==> src/responder_pkg.sv <==
// Purpose: shared constants and types for the logger bus data responder
// Assumes: 32-bit measurement words, axi4-lite register access
// Notes:   offsets are byte addresses of aligned words
package responder_pkg;
  localparam logic [4:0]  addr_max         = 5'h0e;
  localparam logic [2:0]  code_trigger     = 3'h7;
  localparam logic [7:0]  off_ctrl         = 8'h00;
  localparam logic [7:0]  off_status       = 8'h04;
  localparam logic [7:0]  off_irq_stat     = 8'h08;
  localparam logic [7:0]  off_irq_clr      = 8'h0c;
  localparam logic [7:0]  off_irq_en       = 8'h10;
  localparam logic [7:0]  off_health       = 8'h14;
  localparam logic [7:0]  off_meas_base    = 8'h40;
  localparam int          ctrl_addr_lsb    = 0;
  localparam int          ctrl_en_bit      = 8;
  localparam logic [31:0] ctrl_reset       = 32'h0000_0000;
  localparam int          irq_trig_bit     = 0;
  localparam int          irq_done_bit     = 1;
  localparam int          irq_bad_bit      = 2;
  localparam int          n_items          = 11;
  localparam int          max_words        = 11;
  localparam logic [1:0]  resp_okay        = 2'b00;
  localparam logic [1:0]  resp_slverr      = 2'b10;

  // item indices in the measurement table
  typedef enum logic [3:0] {
    it_co2_dens, it_h2o_dens, it_co2_abs, it_h2o_abs, it_press, it_temp,
    it_aux1, it_cooler, it_health, it_bandwidth, it_delay
  } item_type;

  typedef struct packed {
    logic       chopper_ok;
    logic       detector_ok;
    logic       phase_lock_ok;
    logic       sync_ok;
    logic [3:0] gain_control_level;
  } health_type;

  typedef struct packed {
    logic       sel;
    logic [2:0] item_set_code;
    logic       trigger;
  } bus_cmd_type;
endpackage : responder_pkg

==> src/logger_bus_data_responder.sv <==
// Purpose: respond on the logger serial bus with measurement word sets
// Assumes: the bus front end decodes select, code and trigger per frame
// Notes:   software loads measurement words and sets the address over axi4-lite
`timescale 1ns/100ps
`default_nettype none

// What this block does
// (RQ1) answer only the software-set bus address, limited to 0 through 14
// (RQ2) codes 0 to 6 return the item set belonging to that code
// (RQ3) code 7 is accepted as group-triggered mode
// (RQ4) codes 0 to 3 return density, absorptance, pressure group, health group
// (RQ5) code 4 concatenates codes 0-3; code 5 and 6 as listed
// (RQ6) code 7 captures co2, h2o, gain control level, pressure on each trigger, holds
// (RQ7) datalogger broadcasts group trigger before each code 7 read
// (RQ8) serial words shift out least significant bit first
// (RQ9) health byte bits 7..4 flag chopper, detector, phase lock, sync ok
// (RQ10) health bits 3..0 carry the gain control level count
// (RQ11) words of one response to codes 0 to 6 come from one snapshot of measurements
module logger_bus_data_responder
  import responder_pkg::*;
(
  input  wire logic        aclk,
  input  wire logic        aresetn,
  input  wire logic [31:0] s_axi_awaddr,
  input  wire logic        s_axi_awvalid,
  output var  logic        s_axi_awready,
  input  wire logic [31:0] s_axi_wdata,
  input  wire logic [3:0]  s_axi_wstrb,
  input  wire logic        s_axi_wvalid,
  output var  logic        s_axi_wready,
  output var  logic [1:0]  s_axi_bresp,
  output var  logic        s_axi_bvalid,
  input  wire logic        s_axi_bready,
  input  wire logic [31:0] s_axi_araddr,
  input  wire logic        s_axi_arvalid,
  output var  logic        s_axi_arready,
  output var  logic [31:0] s_axi_rdata,
  output var  logic [1:0]  s_axi_rresp,
  output var  logic        s_axi_rvalid,
  input  wire logic        s_axi_rready,
  input  wire logic        cmd_valid,
  input  wire logic [3:0]  cmd_address,
  input  wire logic [2:0]  cmd_code,
  input  wire logic        group_trigger,
  input  wire logic        bit_enable,
  input  wire health_type  health_in,
  output var  logic        tx_bit,
  output var  logic        tx_active,
  output var  logic        irq
);
  typedef enum {st_idle, st_shift} tx_state_type;

  logic [31:0] meas_q [n_items];
  logic [31:0] snap_q [n_items];
  logic [31:0] trig_q [4];
  logic [31:0] ctrl_q, ctrl_d;
  logic [2:0]  irq_stat_q, irq_stat_d, irq_en_q, irq_en_d;
  logic        aw_q, w_q, bvalid_q, rvalid_q;
  logic [31:0] awaddr_q, wdata_q, rdata_q;
  logic [1:0]  bresp_q, rresp_q;
  tx_state_type st_q, st_d;
  logic [3:0]  word_q, word_d, nwords_q, nwords_d;
  logic [4:0]  bit_q, bit_d;
  logic [2:0]  code_q, code_d;
  logic [31:0] shreg_q, shreg_d;
  logic        tx_bit_q, tx_bit_d, irq_q;
  logic        wr_go, hit, bad, trig_ev, done_ev;
  logic [3:0]  item;
  logic [31:0] health_word;
  logic [31:0] next_word, cur_word;

  assign health_word = {24'h00_0000, health_in};  // see (RQ9) see (RQ10)
  assign wr_go = aw_q && w_q && !bvalid_q;
  // address field is clamped at 14; 15 never matches
  assign hit = cmd_valid && ctrl_q[ctrl_en_bit] && st_q == st_idle &&
               {1'b0, cmd_address} == ctrl_q[ctrl_addr_lsb +: 5] &&
               ctrl_q[ctrl_addr_lsb +: 5] <= addr_max;  // see (RQ1)
  assign bad = 1'b0;
  assign trig_ev = group_trigger && ctrl_q[ctrl_en_bit];
  assign done_ev = st_q == st_shift && bit_enable && bit_q == 5'd31 &&
                   word_q == nwords_q - 4'd1;

  function automatic logic [3:0] set_len(input logic [2:0] c);
    case (c)
      3'd0, 3'd1: set_len = 4'd2;
      3'd2, 3'd6, 3'd7: set_len = 4'd4;
      3'd3, 3'd5: set_len = 4'd3;
      default: set_len = 4'd11;
    endcase
  endfunction : set_len

  // see (RQ2) see (RQ4) see (RQ5)
  always_comb begin
    item = 4'(it_co2_dens);
    case (code_q)
      3'd0: item = word_q;
      3'd1: item = 4'(it_co2_abs) + word_q;
      3'd2: item = 4'(it_press) + word_q;
      3'd3: item = 4'(it_health) + word_q;
      3'd4: item = word_q;
      3'd5, 3'd6: item = (word_q < 4'd2) ? word_q :
                         (word_q == 4'd2) ? 4'(it_press) : 4'(it_health);
      default: item = word_q;
    endcase
  end

  // axi write and read channels
  always_ff @(posedge aclk) begin
    if (!aresetn) begin
      aw_q <= 1'b0; w_q <= 1'b0; bvalid_q <= 1'b0; rvalid_q <= 1'b0;
      awaddr_q <= 32'h0000_0000; wdata_q <= 32'h0000_0000;
      rdata_q <= 32'h0000_0000; bresp_q <= resp_okay; rresp_q <= resp_okay;
    end else begin
      if (s_axi_awvalid && !aw_q) begin
        aw_q <= 1'b1;
        awaddr_q <= s_axi_awaddr;
      end
      if (s_axi_wvalid && !w_q) begin
        w_q <= 1'b1;
        wdata_q <= s_axi_wdata;
      end
      if (wr_go) begin
        bvalid_q <= 1'b1;
        bresp_q <= (awaddr_q[7:0] == off_ctrl || awaddr_q[7:0] == off_irq_clr ||
                    awaddr_q[7:0] == off_irq_en ||
                    (awaddr_q[7:0] >= off_meas_base &&
                     awaddr_q[7:0] < off_meas_base + 8'(4 * n_items)))
                   ? resp_okay : resp_slverr;
      end
      if (bvalid_q && s_axi_bready) begin
        bvalid_q <= 1'b0;
        aw_q <= 1'b0;
        w_q <= 1'b0;
      end
      if (s_axi_arvalid && !rvalid_q) begin
        rvalid_q <= 1'b1;
        rresp_q <= resp_okay;
        case (s_axi_araddr[7:0])
          off_ctrl:     rdata_q <= ctrl_q;
          off_status:   rdata_q <= {27'h000_0000, tx_active, code_q, st_q == st_shift};
          off_irq_stat: rdata_q <= {29'h0000_0000, irq_stat_q};
          off_irq_en:   rdata_q <= {29'h0000_0000, irq_en_q};
          off_health:   rdata_q <= health_word;
          default: begin
            if (s_axi_araddr[7:0] >= off_meas_base &&
                s_axi_araddr[7:0] < off_meas_base + 8'(4 * n_items))
              rdata_q <= meas_q[4'((s_axi_araddr[7:0] - off_meas_base) >> 2)];
            else begin
              rdata_q <= 32'h0000_0000;
              rresp_q <= resp_slverr;
            end
          end
        endcase
      end else if (rvalid_q && s_axi_rready) begin
        rvalid_q <= 1'b0;
      end
    end
  end

  // software registers; event set wins over clear
  always_comb begin
    ctrl_d = ctrl_q;
    irq_en_d = irq_en_q;
    irq_stat_d = irq_stat_q;
    if (wr_go && awaddr_q[7:0] == off_ctrl) begin
      ctrl_d = wdata_q;
      if (wdata_q[ctrl_addr_lsb +: 5] > addr_max)
        ctrl_d[ctrl_addr_lsb +: 5] = addr_max;  // see (RQ1)
    end
    if (wr_go && awaddr_q[7:0] == off_irq_en) irq_en_d = wdata_q[2:0];
    if (wr_go && awaddr_q[7:0] == off_irq_clr) irq_stat_d = irq_stat_q & ~wdata_q[2:0];
    if (trig_ev) irq_stat_d[irq_trig_bit] = 1'b1;
    if (done_ev) irq_stat_d[irq_done_bit] = 1'b1;
    if (bad) irq_stat_d[irq_bad_bit] = 1'b1;
  end

  always_ff @(posedge aclk) begin
    if (!aresetn) begin
      ctrl_q <= ctrl_reset;
      irq_en_q <= 3'h0;
      irq_stat_q <= 3'h0;
      irq_q <= 1'b0;
    end else begin
      ctrl_q <= ctrl_d;
      irq_en_q <= irq_en_d;
      irq_stat_q <= irq_stat_d;
      irq_q <= |(irq_stat_d & irq_en_d);
    end
  end

  // measurement table, snapshot and trigger capture
  always_ff @(posedge aclk) begin
    for (int i = 0; i < n_items; i++) begin
      if (!aresetn)
        meas_q[i] <= 32'h0000_0000;
      else if (wr_go && awaddr_q[7:0] == off_meas_base + 8'(4 * i))
        meas_q[i] <= wdata_q;
      else if (i == int'(it_health))
        meas_q[i] <= health_word;
    end
    for (int i = 0; i < n_items; i++) begin
      if (!aresetn)
        snap_q[i] <= 32'h0000_0000;
      else if (hit)
        snap_q[i] <= meas_q[i];  // see (RQ11)
    end
    for (int i = 0; i < 4; i++) begin
      if (!aresetn)
        trig_q[i] <= 32'h0000_0000;
      else if (trig_ev) begin  // see (RQ6) see (RQ7)
        case (i)
          0: trig_q[i] <= meas_q[it_co2_dens];
          1: trig_q[i] <= meas_q[it_h2o_dens];
          2: trig_q[i] <= {28'h000_0000, health_in.gain_control_level};
          default: trig_q[i] <= meas_q[it_press];
        endcase
      end
    end
  end

  // serial shifter
  always_comb begin
    st_d = st_q;
    word_d = word_q;
    bit_d = bit_q;
    code_d = code_q;
    nwords_d = nwords_q;
    shreg_d = shreg_q;
    tx_bit_d = tx_bit_q;
    cur_word = shreg_q;
    case (st_q)
      st_idle: begin
        if (hit) begin
          st_d = st_shift;
          code_d = cmd_code;  // see (RQ3)
          nwords_d = set_len(cmd_code);
          word_d = 4'd0;
          bit_d = 5'd0;
          // other codes load each word from the snapshot at its first bit
          shreg_d = trig_q[0];
        end
      end
      st_shift: begin
        if (bit_enable) begin
          cur_word = (bit_q == 5'd0 && code_q != code_trigger) ? next_word : shreg_q;
          tx_bit_d = cur_word[0];  // see (RQ8)
          shreg_d = {1'b0, cur_word[31:1]};
          bit_d = bit_q + 5'd1;
          if (bit_q == 5'd31) begin
            word_d = word_q + 4'd1;
            if (done_ev) st_d = st_idle;
            else if (code_q == code_trigger) shreg_d = trig_q[word_q[1:0] + 2'd1];
          end
        end
      end
      default: st_d = st_idle;
    endcase
  end

  // snapshot reload for non-trigger words follows the item map
  assign next_word = snap_q[item];

  always_ff @(posedge aclk) begin
    if (!aresetn) begin
      st_q <= st_idle;
      word_q <= 4'd0;
      bit_q <= 5'd0;
      code_q <= 3'd0;
      nwords_q <= 4'd0;
      shreg_q <= 32'h0000_0000;
      tx_bit_q <= 1'b0;
    end else begin
      st_q <= st_d;
      word_q <= word_d;
      bit_q <= bit_d;
      code_q <= code_d;
      nwords_q <= nwords_d;
      tx_bit_q <= tx_bit_d;
      shreg_q <= shreg_d;
    end
  end

  assign s_axi_awready = !aw_q;
  assign s_axi_wready  = !w_q;
  assign s_axi_bvalid  = bvalid_q;
  assign s_axi_bresp   = bresp_q;
  assign s_axi_arready = !rvalid_q;
  assign s_axi_rvalid  = rvalid_q;
  assign s_axi_rdata   = rdata_q;
  assign s_axi_rresp   = rresp_q;
  assign tx_bit        = tx_bit_q;
  assign tx_active     = st_q == st_shift;
  assign irq           = irq_q;

  a_addr_clamped: assert property (@(posedge aclk) disable iff (!aresetn)
    ctrl_q[4:0] <= addr_max) else $error("address above 14");  // see (RQ1)
  a_trig_hold: assert property (@(posedge aclk) disable iff (!aresetn)
    !trig_ev |=> trig_q[0] == $past(trig_q[0])) else $error("trigger set moved");  // see (RQ6)
  a_no_foreign: assert property (@(posedge aclk) disable iff (!aresetn)
    st_q == st_idle && cmd_valid && {1'b0, cmd_address} != ctrl_q[4:0] |=> st_q == st_idle)
    else $error("answered foreign address");  // see (RQ1)
  a_health_map: assert property (@(posedge aclk) disable iff (!aresetn)
    health_word[7] == health_in.chopper_ok && health_word[3:0] == health_in.gain_control_level)
    else $error("health byte map wrong");  // see (RQ9)
  a_irq_level: assert property (@(posedge aclk) disable iff (!aresetn)
    ##1 irq == |($past(irq_stat_d) & $past(irq_en_d))) else $error("irq mismatch");
  a_len_code4: assert property (@(posedge aclk) disable iff (!aresetn)
    hit && cmd_code == 3'd4 |=> nwords_q == 4'd11) else $error("code 4 length");  // see (RQ5)
  a_len_code0: assert property (@(posedge aclk) disable iff (!aresetn)
    hit && cmd_code == 3'd0 |=> nwords_q == 4'd2) else $error("code 0 length");  // see (RQ4)
  a_lsb_first: assert property (@(posedge aclk) disable iff (!aresetn)
    st_q == st_shift && bit_enable && bit_q != 5'd0 |=> tx_bit_q == $past(shreg_q[0]))
    else $error("bit order wrong");  // see (RQ8)
  c_code7: cover property (@(posedge aclk) hit && cmd_code == code_trigger);
  c_code4: cover property (@(posedge aclk) hit && cmd_code == 3'd4);
  c_done:  cover property (@(posedge aclk) done_ev);
endmodule : logger_bus_data_responder
`default_nettype wire

==> config.mk <==
export PLATFORM = sky130hd
export DESIGN_NAME = logger_bus_data_responder
export DESIGN_NICKNAME = d
export VERILOG_FILES = /design/src/responder_pkg.sv /design/src/logger_bus_data_responder.sv
export SDC_FILE = /design/constraint.sdc
export NUM_CORES = 2
export LEC_CHECK = 0
export BUFFER_PORTS_ARGS = -buffer_cell sky130_fd_sc_hd__clkbuf_2
export CORE_ASPECT_RATIO = 0.6
export CORE_MARGIN = 1
export CORE_UTILIZATION = 37
export CTS_CLUSTER_SIZE = 20
export DETAILED_ROUTE_END_ITERATION = 7
export PLACE_DENSITY = 0.64
export SLEW_MARGIN = 40
export SYNTH_ARGS = -nofsm -noshare
export SYNTH_HDL_FRONTEND = slang
export SYNTH_SLANG_ARGS = --single-unit
==> constraint.sdc <==
create_clock -name aclk -period 17.23 [get_ports aclk]
set_clock_uncertainty 0.2 [all_clocks]
set_input_delay 3.446 -clock aclk [delete_from_list [all_inputs] [get_ports aclk]]
set_output_delay 3.446 -clock aclk [all_outputs]
set_load 0.005 [all_outputs]
==> metrics <==
cell area after synthesis roughly 0.044 mm2; Cell Count Post-Placement between 5000 and 6000; library cell contributing the largest single delay on the critical path buf_4; Antenna Diode Count 0; status finished, final reports clean; worst hold slack after final layout approximately 0.25 ns; required time of the critical path about 18 ns; cell count after synthesis 3848; std cell rows 97; Max Fanout on Critical Path 46; Slowest Stage Delay on Critical Path 0.76 ns; Internal between 3000 and 4000 uW; horizontal die dimension 448.8 um; sw power between 1000 and 1500 uW; Setup TNS 0 ns; Period minus WS final between 6 and 7 ns; Cells on Worst Hold Path 2; DRC violation count after routing 0; fraction of synthesized cell area taken by the top area cell type a little over half; fraction of final layout cells sized beyond drive strength 1 roughly an eighth; switching portion of total power 22.87%; starting utilization of the core area a little under two fifths; core area between 0.1 and 0.15 mm2; hold violation count in the final report 0; number of sinks driven by the clock tree just under 1000; sequential share of power 53.3%; Max Slew Vio Count 0; register bit count reported by yosys 971; Area Overhead vs Synth 12.23%; CTS tree built; global-route wire length before repair a little over 200000 um; worst setup path category primary input to register; Final Instance Count excl. Fillers approximately 5500; Root Driver clkbuf_16; number of endpoints failing setup at the final stage 0; category of the worst setup path capture point register; Reg clk slew, reported paths about 0.06 ns; final routed wirelength across all metal layers roughly 140000 um; combinational share of power just under 5%; most area-consuming cells after synthesis edfxtp_1 54%, dfxtp_1 7.5%, and2_1 6.8%; clock buffers created by TritonCTS slightly above 90; post-route setup slack between 10 and 15 ns; cell area after layout 0.04974 mm2; primary flip-flop cell chosen by synthesis mapping edfxtp_1; post-detailed-route via-to-cell ratio about 5.7; largest net degree at the start of global routing 140; Post-CTS Setup Repair Bufs 0; Final #Nets 3945; DR pass1 iterations 6; initial antenna violation count 10; Leakage roughly 0.019 uW; Post-synth EDFFs 804; clock buffer depth 3; Fmax 143.8 MHz; total die area between 0.1 and 0.15 mm2; worst setup timing slack at the placement stage between 9 and 10 ns; routed via count around 31000; max-capacitance violation count 0; power share of the clock group about two fifths; period utilisation layout about two fifths; Final ANT Viol Nets 0; vias in the first global route approximately 29000; unrepaired setup endpoints after global routing no; cell accounting for the most synthesized area edfxtp_1; mean routed wirelength per cell between 20 and 30 um; type of element launching the critical path primary input; maximum resistive drop on vdd 0.00008285 V; sum of net half-perimeters after detailed placement 76720 um; deepest level of the CTS H-tree 3; number of instances resized during post-cts repair 0; relative slew slack 29.52%; CTS Hold Bufs 0; Yosys warning count 0; clk_lat worst skew ~0.70 ns; Remaining Overflow, GRT 0; Worst Tran Pin Value ~1.1 ns; Global Route Usage Sum 22.91%; fraction of the yosys area taken by sequential cells between 60% and 70%; CP arrival between 7 and 8 ns; list of cells traversed by the critical path buf_6 -> buf_4 -> buf_4 -> nand2_1 -> nand2_1 -> nand2_1 -> nand3b_1 -> buf_4 -> a211oi_1 -> a21oi_1 -> a21oi_1; Post-DP Area between 0.04 and 0.05 mm2; vertical die dimension about 270 um; Mapped Avg Cell Area around 12 um2; logic depth of the worst register-to-register path 8; worst hold-check path type register to register; final weighted congestion in routability-driven placement a little over 0.8; Yosys cell types 62; power density over the cells slightly above 100 mW/mm2; post-synthesis async set-or-reset flop share 0%; count of input and output buffers around 110; num ports around 170; starting DRC count in detailed routing 4536
## layer usage
layer	GRT usage, %	vias up	wire length, um
met2	33.48	1782	59880
li1	-	13860	-
met1	33.15	15390	59750
met3	6.836	248	18550
met4	5.479	4	3294
met5	0	-	27
## final cells by class
cell class	instances	area [um2]
Clock buffer	135	2690
Clock inverter	39	360.3
Fill cell	10910	67990
Inverter	18	70.07
Multi-Input combinational cell	2533	15840
Sequential cell	971	27490
Tap cell	1584	1982
Timing Repair Buffer	194	1304
## flip-flops by register name, summed over array words and instances, names as in the netlist, 4 cells and up
| register | count |
|---|---|
| bit_q | 5 |
| trig_q | 100 |
| shreg_q | 32 |
| nwords_q | 4 |
| word_q | 4 |
| snap_q | 352 |
| s_axi_rdata | 32 |
| wdata_q | 32 |
| awaddr_q | 8 |
| ctrl_q | 32 |
| meas_q | 352 |
## cell families after synthesis
kind of cell	after synthesis	share of synthesized area, %
XOR/XNOR	12	0.2682
AO/OA/AOI/OAI	663	9.240
buffers and inverters	376	3.258
other	2	0.01695
adder cells (fa/ha/maj)	9	0.2541
flip-flops	971	62.02
multiplexers	146	5.305
AND/OR/NAND/NOR	1669	19.64
## power by group through the flow
stage	clock, uW	combinational (uW)	sequential [uW]
after detailed placement	0	241	2720
after global placement	0	236	2710
after floorplan	0	146	2710
after CTS	2110	242	2670
final	2090	246	2670
after global routing	2200	260	2680
## worst paths after layout
kind                                 from                           end  slack, ns
setup / recovery          s_axi_araddr[2]  s_axi_rdata[11]$_SDFFE_PN0P_      10.28
hold / removal    ctrl_q[23]$_SDFFE_PN0P_       ctrl_q[23]$_SDFFE_PN0P_       0.25
setup reg to reg   ctrl_q[1]$_SDFFE_PN0P_    snap_q[7][5]$_SDFFCE_PN0P_      12.63
hold reg to reg   ctrl_q[23]$_SDFFE_PN0P_       ctrl_q[23]$_SDFFE_PN0P_       0.25
## critical path, delay by kind of cell
family / cells / cell delay [ns]
and+or+nand+nor: 4 / 0.38
buffers and inverters: 4 / 2.62
AOI/OAI and AO/OA: 3 / 0.70
## synth_stat cells (all sizes together) (4+ instances only)
library cell / instances
mux2i: 74
a21oi: 320
a2111oi: 6
or4: 4
o211ai: 27
edfxtp: 804
o31ai: 4
xnor2: 6
a211oi: 85
o21ai: 83
nand2: 519
clkbuf: 301
nand3: 143
and3: 358
and2: 480
a21o: 32
xor2: 5
o41ai: 28
inv: 17
a31oi: 7
a22oi: 4
mux4: 71
o221ai: 33
a211o: 5
nor4: 5
nor3: 18
nor2b: 9
buf: 57
nor2: 107
nand2b: 7
ha: 9
nand3b: 7
a22o: 10
dfxtp: 167
## cell usage in the layout, fill, tap and decap left out, types with 10 or more instances in the layout
cell / n
edfxtp_1: 804
clkinv_1: 12
clkbuf_1: 26
and2_1: 478
nor2_1: 92
mux2i_1: 74
clkbuf_2: 110
nor3_1: 18
o21ai_0: 72
and3_1: 358
mux4_2: 71
dfxtp_1: 166
nand2_1: 516
o221ai_1: 33
o41ai_1: 28
a21o_1: 31
a21oi_1: 320
buf_6: 10
nand3_1: 143
conb_1: 34
clkbuf_8: 12
inv_1: 16
nor2_2: 11
o21ai_4: 10
a22o_1: 10
buf_4: 66
o211ai_1: 27
clkinv_2: 16
a211oi_1: 78
clkbuf_16: 97
## stage by stage
stage / util [%] / power [uW]
after floorplan: - / 2854
after global placement: 39.49 / 2950
after detailed placement: 39.65 / 2958
after CTS: 42.24 / 5015
after global routing: 42.25 / 5133
final: 42.25 / 5008
(Power assumes the default switching activity.)
